$ cat config.mk
export PLATFORM = sky130hd
export DESIGN_NAME = cfdr_top
export DESIGN_NICKNAME = d
export VERILOG_FILES = /design/src/core/cfdr_sticky.v /design/src/core/cfdr_evt_map.v /design/src/core/cfdr_top.v
export VERILOG_INCLUDE_DIRS = /design/src /design/src/shared
export SDC_FILE = /design/constraint.sdc
export NUM_CORES = 1
export LEC_CHECK = 0
export ABC_AREA = 1
export BUFFER_PORTS_ARGS = -buffer_cell sky130_fd_sc_hd__buf_2
export CAP_MARGIN = 10
export CORE_UTILIZATION = 45
export DETAILED_ROUTE_END_ITERATION = 8
export PLACE_DENSITY = 0.72
export SYNTH_ARGS = -nofsm -noshare
export SYNTH_HDL_FRONTEND = slang
export SYNTH_HIERARCHICAL = 1
export SYNTH_SLANG_ARGS = --single-unit
$ cat constraint.sdc
create_clock -name pclk -period 2.75 [get_ports pclk]
set_input_delay 0.4125 -clock pclk [delete_from_list [all_inputs] [get_ports pclk]]
set_output_delay 0.4125 -clock pclk [all_outputs]
set_load 0.05 [all_outputs]
$ cat src/shared/cfdr_defines.vh
// constants of the counter/frequency extended diagnostic record block
`ifndef CFDR_DEFINES_VH
`define CFDR_DEFINES_VH

// apb byte offsets, one aligned word per register
`define CFDR_OFF_REC0       8'h00
`define CFDR_OFF_REC1       8'h04
`define CFDR_OFF_REC2       8'h08
`define CFDR_OFF_REC3       8'h0c
`define CFDR_OFF_CTRL       8'h10
`define CFDR_OFF_DSTAT      8'h14
`define CFDR_OFF_DCLR       8'h18
`define CFDR_OFF_DEN        8'h1c
`define CFDR_OFF_PPEND      8'h20
`define CFDR_OFF_PACK       8'h24

// fixed header contents
`define CFDR_CH_TYPE        7'h76
`define CFDR_BITS_PER_CH    8'h08
`define CFDR_NUM_CH         8'h04

// control register fields and reset value
`define CFDR_CTRL_W         2
`define CFDR_CTRL_MODE      0
`define CFDR_CTRL_MORE      1
`define CFDR_CTRL_RST       2'h0
`define CFDR_MODE_CNT       1'b0
`define CFDR_MODE_FRQ       1'b1

// byte width and lowest bit of record byte 11 inside the lost-flag word
`define CFDR_BYTE_W         8
`define CFDR_B11_LSB        24

// bit positions inside record bytes 8..11; gate and latch bits exist in byte 11 only
`define CFDR_B_GOPEN        0
`define CFDR_B_GCLOSE       1
`define CFDR_B_OVF          2
`define CFDR_B_CMP          3
`define CFDR_B_LATCH        4
`define CFDR_B_MEND         0

// bits of the lost-flag word that exist in each mode
`define CFDR_MASK_CNT       32'h1f0c0c0c
`define CFDR_MASK_FRQ       32'h01010101

// channel-group error bits in byte 7
`define CFDR_GRP_W          4

`endif

$ cat src/core/cfdr_sticky.v
// sticky flag vector: set wins over clear in the same cycle
`timescale 1ns/10ps
module cfdr_sticky #(
  parameter W = 32
) (
  input  wire         pclk,
  input  wire         presetn,
  input  wire [W-1:0] set_i,
  input  wire [W-1:0] clr_i,
  output reg  [W-1:0] flag_q
);

  always @(posedge pclk or negedge presetn)
  begin
    if (!presetn)
      flag_q <= {W{1'b0}};
    else
      flag_q <= (flag_q & ~clr_i) | set_i;
  end

endmodule // cfdr_sticky

$ cat src/core/cfdr_evt_map.v
// places channel event pulses at their record bit positions for the active mode
`timescale 1ns/10ps
`include "cfdr_defines.vh"
module cfdr_evt_map (
  input  wire        mode,
  input  wire [3:0]  ovf_evt,
  input  wire [3:0]  cmp_evt,
  input  wire        gate_open_evt,
  input  wire        gate_close_evt,
  input  wire        latch_evt,
  input  wire [3:0]  meas_end_evt,
  output reg  [31:0] evt_word
);

  integer i;

  always @*
  begin
    evt_word = 32'h0000_0000;
    for (i = 0; i < 4; i = i + 1)
    begin
      if (mode == `CFDR_MODE_CNT)
      begin
        evt_word[`CFDR_BYTE_W*i + `CFDR_B_OVF] = ovf_evt[i];
        evt_word[`CFDR_BYTE_W*i + `CFDR_B_CMP] = cmp_evt[i];
      end
      else
        evt_word[`CFDR_BYTE_W*i + `CFDR_B_MEND] = meas_end_evt[i];
    end
    if (mode == `CFDR_MODE_CNT)
    begin
      evt_word[`CFDR_B11_LSB + `CFDR_B_GOPEN]  = gate_open_evt;
      evt_word[`CFDR_B11_LSB + `CFDR_B_GCLOSE] = gate_close_evt;
      evt_word[`CFDR_B11_LSB + `CFDR_B_LATCH]  = latch_evt;
    end
  end

endmodule // cfdr_evt_map

$ cat src/core/cfdr_top.v
// extended diagnostic record for counter and frequency channels, apb slave
`timescale 1ns/10ps
`include "cfdr_defines.vh"
// Notes on behaviour
// - record is basic four bytes plus twelve extra bytes, sixteen total
// - bytes 0 to 3 copy the currently reported basic record
// - byte 4 bits 6..0 hold channel type 76h in both modes
// - byte 4 bit 7 is one when further channel types exist
// - byte 5 holds diagnostic bits per channel, constant 08h
// - byte 6 holds the channel count, constant 04h, both modes
// - counting: byte 7 bits 0..3 flag group errors of counters 0..3
// - each lost-interrupt flag in bytes 8..11 raises the diagnostic interrupt when its enable bit is set
// - counting: bit 2 of bytes 8..11 flags lost overflow/underflow/end value
// - counting: bit 3 flags lost comparison interrupt; bytes 8..10 bits 7..4 zero
// - counter 3: byte 11 bits 0 and 1 flag lost gate open and close
// - counter 3: byte 11 bit 4 flags lost latch value; bits 7..5 zero
// - frequency: byte 7 bits 0..3 flag errors of meters 0..3, rest zero
// - frequency: bit 0 of bytes 8..11 flags lost end of measurement
module cfdr_top #(
  parameter ADDR_W = 8
) (
  input  wire              pclk,
  input  wire              presetn,
  input  wire              psel,
  input  wire              penable,
  input  wire              pwrite,
  input  wire [ADDR_W-1:0] paddr,
  input  wire [31:0]       pwdata,
  input  wire [3:0]        pstrb,
  output wire [31:0]       prdata,
  output wire              pready,
  output wire              pslverr,
  input  wire [31:0]       basic_rec,
  input  wire [3:0]        grp_err,
  input  wire [3:0]        ovf_evt,
  input  wire [3:0]        cmp_evt,
  input  wire              gate_open_evt,
  input  wire              gate_close_evt,
  input  wire              latch_evt,
  input  wire [3:0]        meas_end_evt,
  output wire              diag_irq,
  output wire              proc_irq
);

  // bus phases
  wire                   setup_ph;
  wire                   access_ph;
  wire                   wr_acc;

  // software-visible state
  reg  [`CFDR_CTRL_W-1:0] ctrl_q;
  reg  [`CFDR_CTRL_W-1:0] ctrl_d;
  reg  [31:0]             den_q;
  reg  [31:0]             den_d;
  reg  [31:0]             basic_q;
  reg  [`CFDR_GRP_W-1:0]  grp_err_q;

  // read path
  reg  [31:0]            rdata_q;
  reg  [31:0]            rdata_d;
  reg                    rerr_q;
  reg                    rerr_d;

  // flag vectors
  wire [31:0]            evt_word;
  wire [31:0]            valid_mask;
  wire [31:0]            pend_q;
  wire [31:0]            lost_q;
  wire [31:0]            pend_set;
  wire [31:0]            pend_clr;
  wire [31:0]            lost_set;
  wire [31:0]            lost_clr;
  wire [31:0]            wmask;
  wire                   mode;

  // record words, byte 0 of each word in bits 7..0
  wire [31:0]            rec_w0;
  wire [31:0]            rec_w1;
  wire [31:0]            rec_w2;
  wire [31:0]            rec_w3;
  wire [7:0]             rec_b4;
  wire [7:0]             rec_b5;
  wire [7:0]             rec_b6;
  wire [7:0]             rec_b7;

  assign setup_ph  = psel & ~penable;
  assign access_ph = psel & penable;
  // zero wait states: every access completes in its first access cycle
  assign pready    = 1'b1;
  assign wr_acc    = access_ph & pwrite & pready;

  assign wmask = {{8{pstrb[3]}}, {8{pstrb[2]}}, {8{pstrb[1]}}, {8{pstrb[0]}}};

  assign mode = ctrl_q[`CFDR_CTRL_MODE];

  // only the bits defined for the active mode can ever be set
  assign valid_mask = (mode == `CFDR_MODE_CNT) ? `CFDR_MASK_CNT : `CFDR_MASK_FRQ;

  cfdr_evt_map u_evt_map (
    .mode           (mode),
    .ovf_evt        (ovf_evt),
    .cmp_evt        (cmp_evt),
    .gate_open_evt  (gate_open_evt),
    .gate_close_evt (gate_close_evt),
    .latch_evt      (latch_evt),
    .meas_end_evt   (meas_end_evt),
    .evt_word       (evt_word)
  );

  // process interrupt pending per source; acknowledged by software
  assign pend_set = evt_word & valid_mask;
  assign pend_clr = (wr_acc && (paddr == `CFDR_OFF_PACK)) ? (pwdata & wmask) : 32'h0000_0000;

  cfdr_sticky #(
    .W (32)
  ) u_pend (
    .pclk    (pclk),
    .presetn (presetn),
    .set_i   (pend_set),
    .clr_i   (pend_clr),
    .flag_q  (pend_q)
  );

  // a new event while the previous one is still unacknowledged is lost;
  // an acknowledge in the same cycle frees the slot, so that is not a loss
  assign lost_set = pend_set & pend_q & ~pend_clr;
  assign lost_clr = (wr_acc && (paddr == `CFDR_OFF_DCLR)) ? (pwdata & wmask) : 32'h0000_0000;

  cfdr_sticky #(
    .W (32)
  ) u_lost (
    .pclk    (pclk),
    .presetn (presetn),
    .set_i   (lost_set),
    .clr_i   (lost_clr),
    .flag_q  (lost_q)
  );

  // diagnostic interrupt while any enabled lost flag stands
  assign diag_irq = |(lost_q & den_q);
  assign proc_irq = |pend_q;

  // control and enable registers
  always @*
  begin
    ctrl_d = ctrl_q;
    den_d  = den_q;
    if (wr_acc)
    begin
      if (paddr == `CFDR_OFF_CTRL)
      begin
        if (pstrb[0])
          ctrl_d = pwdata[`CFDR_CTRL_W-1:0];
      end
      else if (paddr == `CFDR_OFF_DEN)
      begin
        den_d = (den_q & ~wmask) | (pwdata & wmask);
      end
    end
  end

  always @(posedge pclk or negedge presetn)
  begin
    if (!presetn)
    begin
      ctrl_q <= `CFDR_CTRL_RST;
      den_q  <= 32'h0000_0000;
    end
    else
    begin
      ctrl_q <= ctrl_d;
      den_q  <= den_d;
    end
  end

  // basic record and group errors sampled so the record reads from flops
  always @(posedge pclk or negedge presetn)
  begin
    if (!presetn)
    begin
      basic_q   <= 32'h0000_0000;
      grp_err_q <= {`CFDR_GRP_W{1'b0}};
    end
    else
    begin
      basic_q   <= basic_rec;
      grp_err_q <= grp_err;
    end
  end

  // record bytes 0..3
  assign rec_w0 = basic_q;

  // header bytes 4..6
  assign rec_b4 = {ctrl_q[`CFDR_CTRL_MORE], `CFDR_CH_TYPE};
  assign rec_b5 = `CFDR_BITS_PER_CH;
  assign rec_b6 = `CFDR_NUM_CH;

  // same four inputs mean counters 0..3 or meters 0..3 by mode
  assign rec_b7 = {4'h0, grp_err_q};

  assign rec_w1 = {rec_b7, rec_b6, rec_b5, rec_b4};

  // masking keeps stale flags of the other mode out of the record
  assign rec_w2 = lost_q & valid_mask;

  // trailing bytes 12..15
  assign rec_w3 = 32'h0000_0000;

  // read mux, if/else decode; unmapped offsets answer with an error
  always @*
  begin
    rdata_d = 32'h0000_0000;
    rerr_d  = 1'b0;
    if (paddr == `CFDR_OFF_REC0)
      rdata_d = rec_w0;
    else if (paddr == `CFDR_OFF_REC1)
      rdata_d = rec_w1;
    else if (paddr == `CFDR_OFF_REC2)
      rdata_d = rec_w2;
    else if (paddr == `CFDR_OFF_REC3)
      rdata_d = rec_w3;
    else if (paddr == `CFDR_OFF_CTRL)
      rdata_d = {{(32-`CFDR_CTRL_W){1'b0}}, ctrl_q};
    else if (paddr == `CFDR_OFF_DSTAT)
      rdata_d = lost_q;
    else if (paddr == `CFDR_OFF_DCLR)
      rdata_d = 32'h0000_0000;
    else if (paddr == `CFDR_OFF_DEN)
      rdata_d = den_q;
    else if (paddr == `CFDR_OFF_PPEND)
      rdata_d = pend_q;
    else if (paddr == `CFDR_OFF_PACK)
      rdata_d = 32'h0000_0000;
    else
      rerr_d = 1'b1;
  end

  // read data captured in the setup cycle, shown in the access cycle
  always @(posedge pclk or negedge presetn)
  begin
    if (!presetn)
    begin
      rdata_q <= 32'h0000_0000;
      rerr_q  <= 1'b0;
    end
    else if (setup_ph)
    begin
      rdata_q <= pwrite ? 32'h0000_0000 : rdata_d;
      rerr_q  <= rerr_d;
    end
  end

  assign prdata  = rdata_q;
  assign pslverr = rerr_q & access_ph;

endmodule // cfdr_top

==> reports/qor.csv, run 1 <==
metric,value,unit
cp-endpoint,proc_irq,
diodes,0,
clkLatencyLatePin,0.44,ns
gp_congestion,0.9063,
multiInputGateArea,0.003432,mm²
avgSynthCellArea,7.412,µm²
r2r_setup_slack,1.15,ns
grt_pass1_wl,38590,µm
postLayoutCellArea,0.01031,mm²
path_clk_slew,0.07,ns
status,"complete, no violations",
routed_wl,23890,µm
post_drt_via_cell_ratio,4.901,
reg2regPathDepth,6,
critPathLaunch,u_pend/flag_q[27],
io_buffers,134,
fill_cells,1736,
yosys_warnings,6,
cts_tree,built,
dieArea,0.01955,mm²
htree_levels,4,
postCtsHoldBufs,1,
slew_violations,0,
layout_min_cycle_time,2.605,ns
drive_gt1_share,17.96,%
die_x,139.8,µm
initial_core_util,45.84,%
peakVddDrop,0.3921,mV
numCtsBuffers,17,
finalSetupTns,0,ns
regArea,0.004179,mm²
root_buffer,clkbuf_16,
wire_per_inst,15.21,µm
fin_crit_sh,94.74,%
antenna_found_initial,0,
maxCapViolCount,0,
worstPathArrival,2.19,ns
io_pins,136,
rows,50,
setup_violations,0,
route.vias.total,7694,
grt_usage,25.84,%
cts_setup_buffers,0,
dr.pass1.iters,5,
rsz0062_at_grt,false,
r2r-start,ctrl_q[0],
gr-total-overflow,0,
p_per_area,544.1,mW/mm²
ant_nets,0,
crit_type,register to output port,
core-area,0.01864,mm²
clock.fmax,383.8,MHz
fin_skew,0.01123,ns
cts.repair.resized,0,
mappedNetlistArea,0.008546,mm²
tightestPinTransition,0.6419,ns
placed_cell_area,0.009627,mm²
grt_pass1_vias,7262,
endpoint_kind,output port,
clock-sinks,167,
reg2reg_to,prdata[11],
finalNetCount,1423,
worstPathMaxFanout,4,
die_h,139.8,µm
cts.path.max_buffers,2,
drc,0,
critPathRequiredTime,2.34,ns
min_path_type,input port to register,
drtIter0Drc,568,
synthCells,1153,
critPathLaunchType,register,
maxSlewHeadroom,56.88,%
dp_hpwl,17630,µm
grt_max_degree,62,
leakage,5.397,nW
hold_viol_final,0,
syn2layout_area_growth,20.63,%
## power by group
group          leakage [nW]  switching, mW  internal, mW
clock                 0.327           1.08          1.67
sequential             1.94         0.0182          2.49
combinational          3.13          0.249         0.108
total                  5.40           1.34          4.27
## worst max-delay path: stages (launching register included)
cell and delay [ns]:
dfrtp_1 0.41, nor4_1 0.53, nand4_1 0.23, or2_2 0.35, buf_2 0.22
## layout make-up
class / instances / area share, %
Clock buffer: 18 / 4.260
Inverter: 234 / 8.520
Sequential cell: 167 / 40.54
Multi-Input combinational cell: 749 / 33.29
Timing Repair Buffer: 154 / 8.290
Tap cell: 234 / 2.840
Clock inverter: 14 / 2.258
## cell usage in the layout (no fill, tap or decap), drive strengths merged, types with 2 or more instances in the layout
master    n
clkbuf   18
conb     37
a21oi    18
dfrtp   167
nand4     9
nor4     13
nor3     69
o21ai    85
nor2     66
nand3    62
buf     153
nand2   375
and3      2
bufinv    5
or2       3
o211ai    4
inv     240
a221oi    4
clkinv    2
## worst min path at each step
stage                        from           to  cells after the start
floorplan                 presetn    async pin                      0
global placement          presetn   prdata[20]                      1
detailed placement        presetn  basic_q[13]                      1
CTS                 basic_rec[19]  basic_q[19]                      1
global route         basic_rec[3]   basic_q[3]                      1
finish               basic_rec[9]   basic_q[9]                      1
## per-stage QoR
| step | utilization [%] | setup WS, ns | hold slack [ns] | power (mW) | std cells |
|---|---|---|---|---|---|
| 6_report | 55.30 | 0.1446 | 0.07043 | 5.609 | 1570 |
| 3_5_place_dp | 51.64 | 0.4927 | 0.4177 | 2.911 | 1537 |
| 2_1_floorplan | - | 0.7503 | 0.1169 | 2.721 | 1188 |
| 4_1_cts | 55.30 | 0.1788 | 0.06226 | 5.644 | 1570 |
| 3_3_place_gp | 51.64 | 0.5073 | 0.4227 | 2.913 | 1537 |
| 5_1_grt | 55.30 | 0.1233 | 0.06116 | 5.783 | 1570 |
## routing by layer
metal  vias up  track usage [%]  routed length, µm
met2       290            38.34              10370
li1       3848                -                  -
met4         0            10.06                588
met1      3524            37.60              11360
met5         -                0                  0
met3        32            4.336               1563
Power figures use the tool's default switching activity.
==> run 2: changes to the inputs <==
Settings changed: SETUP_SLACK_MARGIN from default to 0.15.
Clock period 2.75 ns to 2.8 ns, I/O delays scaled along.
==> run 2 against run 1 <==
Clock skew fell by 0.0033 ns. Wire length fell by 1.8%. Non-clock buffer count rose by 1. Setup slack improved by 0.13 ns. Critical path depth did not move. Die area did not move. Largest power group is now sequential cells. Register-to-register slack improved by 0.26 ns. Largest cell class unchanged.
==> reports/qor.csv, run 2 (synthesis results as in run 1) <==
metric,value,unit
clock.fmax,395.7,MHz
min_path_type,input port to register,
gp_congestion,0.9111,
dieArea,0.01955,mm²
maxCapViolCount,0,
final_common_cell,nand2_1,
placed_cell_area,0.009697,mm²
endpoint_kind,output port,
rsz0062_at_grt,false,
maxSlewHeadroom,56.51,%
die_x,139.8,µm
postLayoutCellArea,0.01026,mm²
fin_skew,0.007908,ns
grt_pass1_vias,7293,
io_buffers,134,
path_clk_slew,0.07,ns
diodes,0,
crit_type,register to output port,
swShare,25.25,%
numCtsBuffers,17,
core-area,0.01864,mm²
rows,50,
drc,0,
grt_pass1_wl,38410,µm
critPathRequiredTime,2.38,ns
multiInputGateArea,0.003438,mm²
initial_core_util,45.84,%
hp-start,basic_rec[2],
fin_crit_sh,90.25,%
root_buffer,clkbuf_16,
pwr-share-comb,7.1,%
cts_tree,built,
regArea,0.004179,mm²
peakVddDrop,0.2820,mV
gr-total-overflow,0,
worstPathArrival,2.11,ns
routed_wl,23450,µm
clkPwrFrac,43.8,%
cellInternalPower,3.751,mW
status,"complete, no violations",
reg2reg_to,prdata[19],
slew_violations,0,
drtIter0Drc,559,
clock-sinks,167,
fill_cells,1747,
finalNetCount,1424,
ant_nets,0,
hold_end,basic_q[2],
dp_hpwl,17360,µm
r2r_setup_slack,1.41,ns
leakage,5.359,nW
hold_viol_final,0,
syn2layout_area_growth,20.12,%
wire_per_inst,14.93,µm
clkLatencyLatePin,0.43,ns
grt_max_degree,52,
critPathLaunch,u_pend/flag_q[22],
worstPathMaxFanout,3,
setup_violations,0,
critPathLaunchType,register,
p_per_area,488.9,mW/mm²
layout_min_cycle_time,2.527,ns
grt_usage,25.36,%
antenna_found_initial,0,
cts.path.max_buffers,2,
p_seq_share,49.1,%
finalSetupTns,0,ns
reg2regPathDepth,8,
dr.pass1.iters,8,
htree_levels,4,
die_h,139.8,µm
cts_setup_buffers,0,
r2r-start,ctrl_q[0],
most-common-layout-cells,"361 x nand2_1, 231 x inv_1, 167 x dfrtp_1, 133 x buf_2, 69 x nor3_1",
post_drt_via_cell_ratio,4.905,
tightestPinTransition,0.6517,ns
p_switching,1.267,mW
drive_gt1_share,18.03,%
route.vias.total,7706,
holdPathStages,1,
io_pins,136,
## run 2: worst max path at each step
| stage | end | slack (ns) | cells after the start |
|---|---|---|---|
| 2_1_floorplan | pslverr | 0.79 | 2 |
| 3_3_place_gp | u_lost/flag_q[26] | 0.60 | 10 |
| 3_5_place_dp | prdata[13] | 0.59 | 11 |
| 4_1_cts | proc_irq | 0.18 | 4 |
| 5_1_grt | diag_irq | 0.24 | 6 |
| 6_report | proc_irq | 0.27 | 4 |
## run 2: worst max-delay path: stages, from the launching register on
cell,delay [ns]
dfrtp_1,0.43
nor4_1,0.46
nand4_1,0.23
or2_2,0.34
buf_2,0.22
## run 2: per-stage QoR
stage / hold WS (ns) / setup slack (ns) / power (mW) / instances / utilization [%]
after floorplan: 0.1244 / 0.7853 / 2.673 / 1188 / -
after global placement: 0.3940 / 0.6015 / 2.863 / 1538 / 52.01
after detailed placement: 0.3965 / 0.5878 / 2.863 / 1538 / 52.01
after CTS: 0.07757 / 0.1760 / 5.044 / 1571 / 55.03
after global routing: 0.07907 / 0.2377 / 5.180 / 1571 / 55.06
final: 0.08835 / 0.2731 / 5.019 / 1571 / 55.06
## run 2: repair_timing
item	in CTS	in global routing
setup endpoints to repair	0	1
endpoints found under the hold margin	46	0
hold buffers	1	0
gates resized for setup	0	1
## run 2: power groups by stage
stage / sequential (mW) / combinational, mW / clock, mW
CTS: 2.46 / 0.360 / 2.22
global route: 2.46 / 0.405 / 2.31
detailed placement: 2.51 / 0.356 / 0
finish: 2.46 / 0.358 / 2.20
global placement: 2.51 / 0.356 / 0
floorplan: 2.52 / 0.156 / 0
## run 2: layer usage
layer  track usage (%)  vias up  routed length [µm]
li1                  -     3843                   -
met1             36.63     3535               10820
met2             39.03      302               10460
met3             4.267       26                1800
met4             7.519        0                 369
met5                 0        -                   0
## run 2: cell type report
type | count | share of cell area [%]
flip-flops and latches | 167 | 40.71
multi-input cells | 749 | 33.50
repair buffers | 155 | 9.008
inverters | 234 | 8.557
clock buffers | 20 | 4.449
well taps | 234 | 2.852
clock inverters | 12 | 0.9264
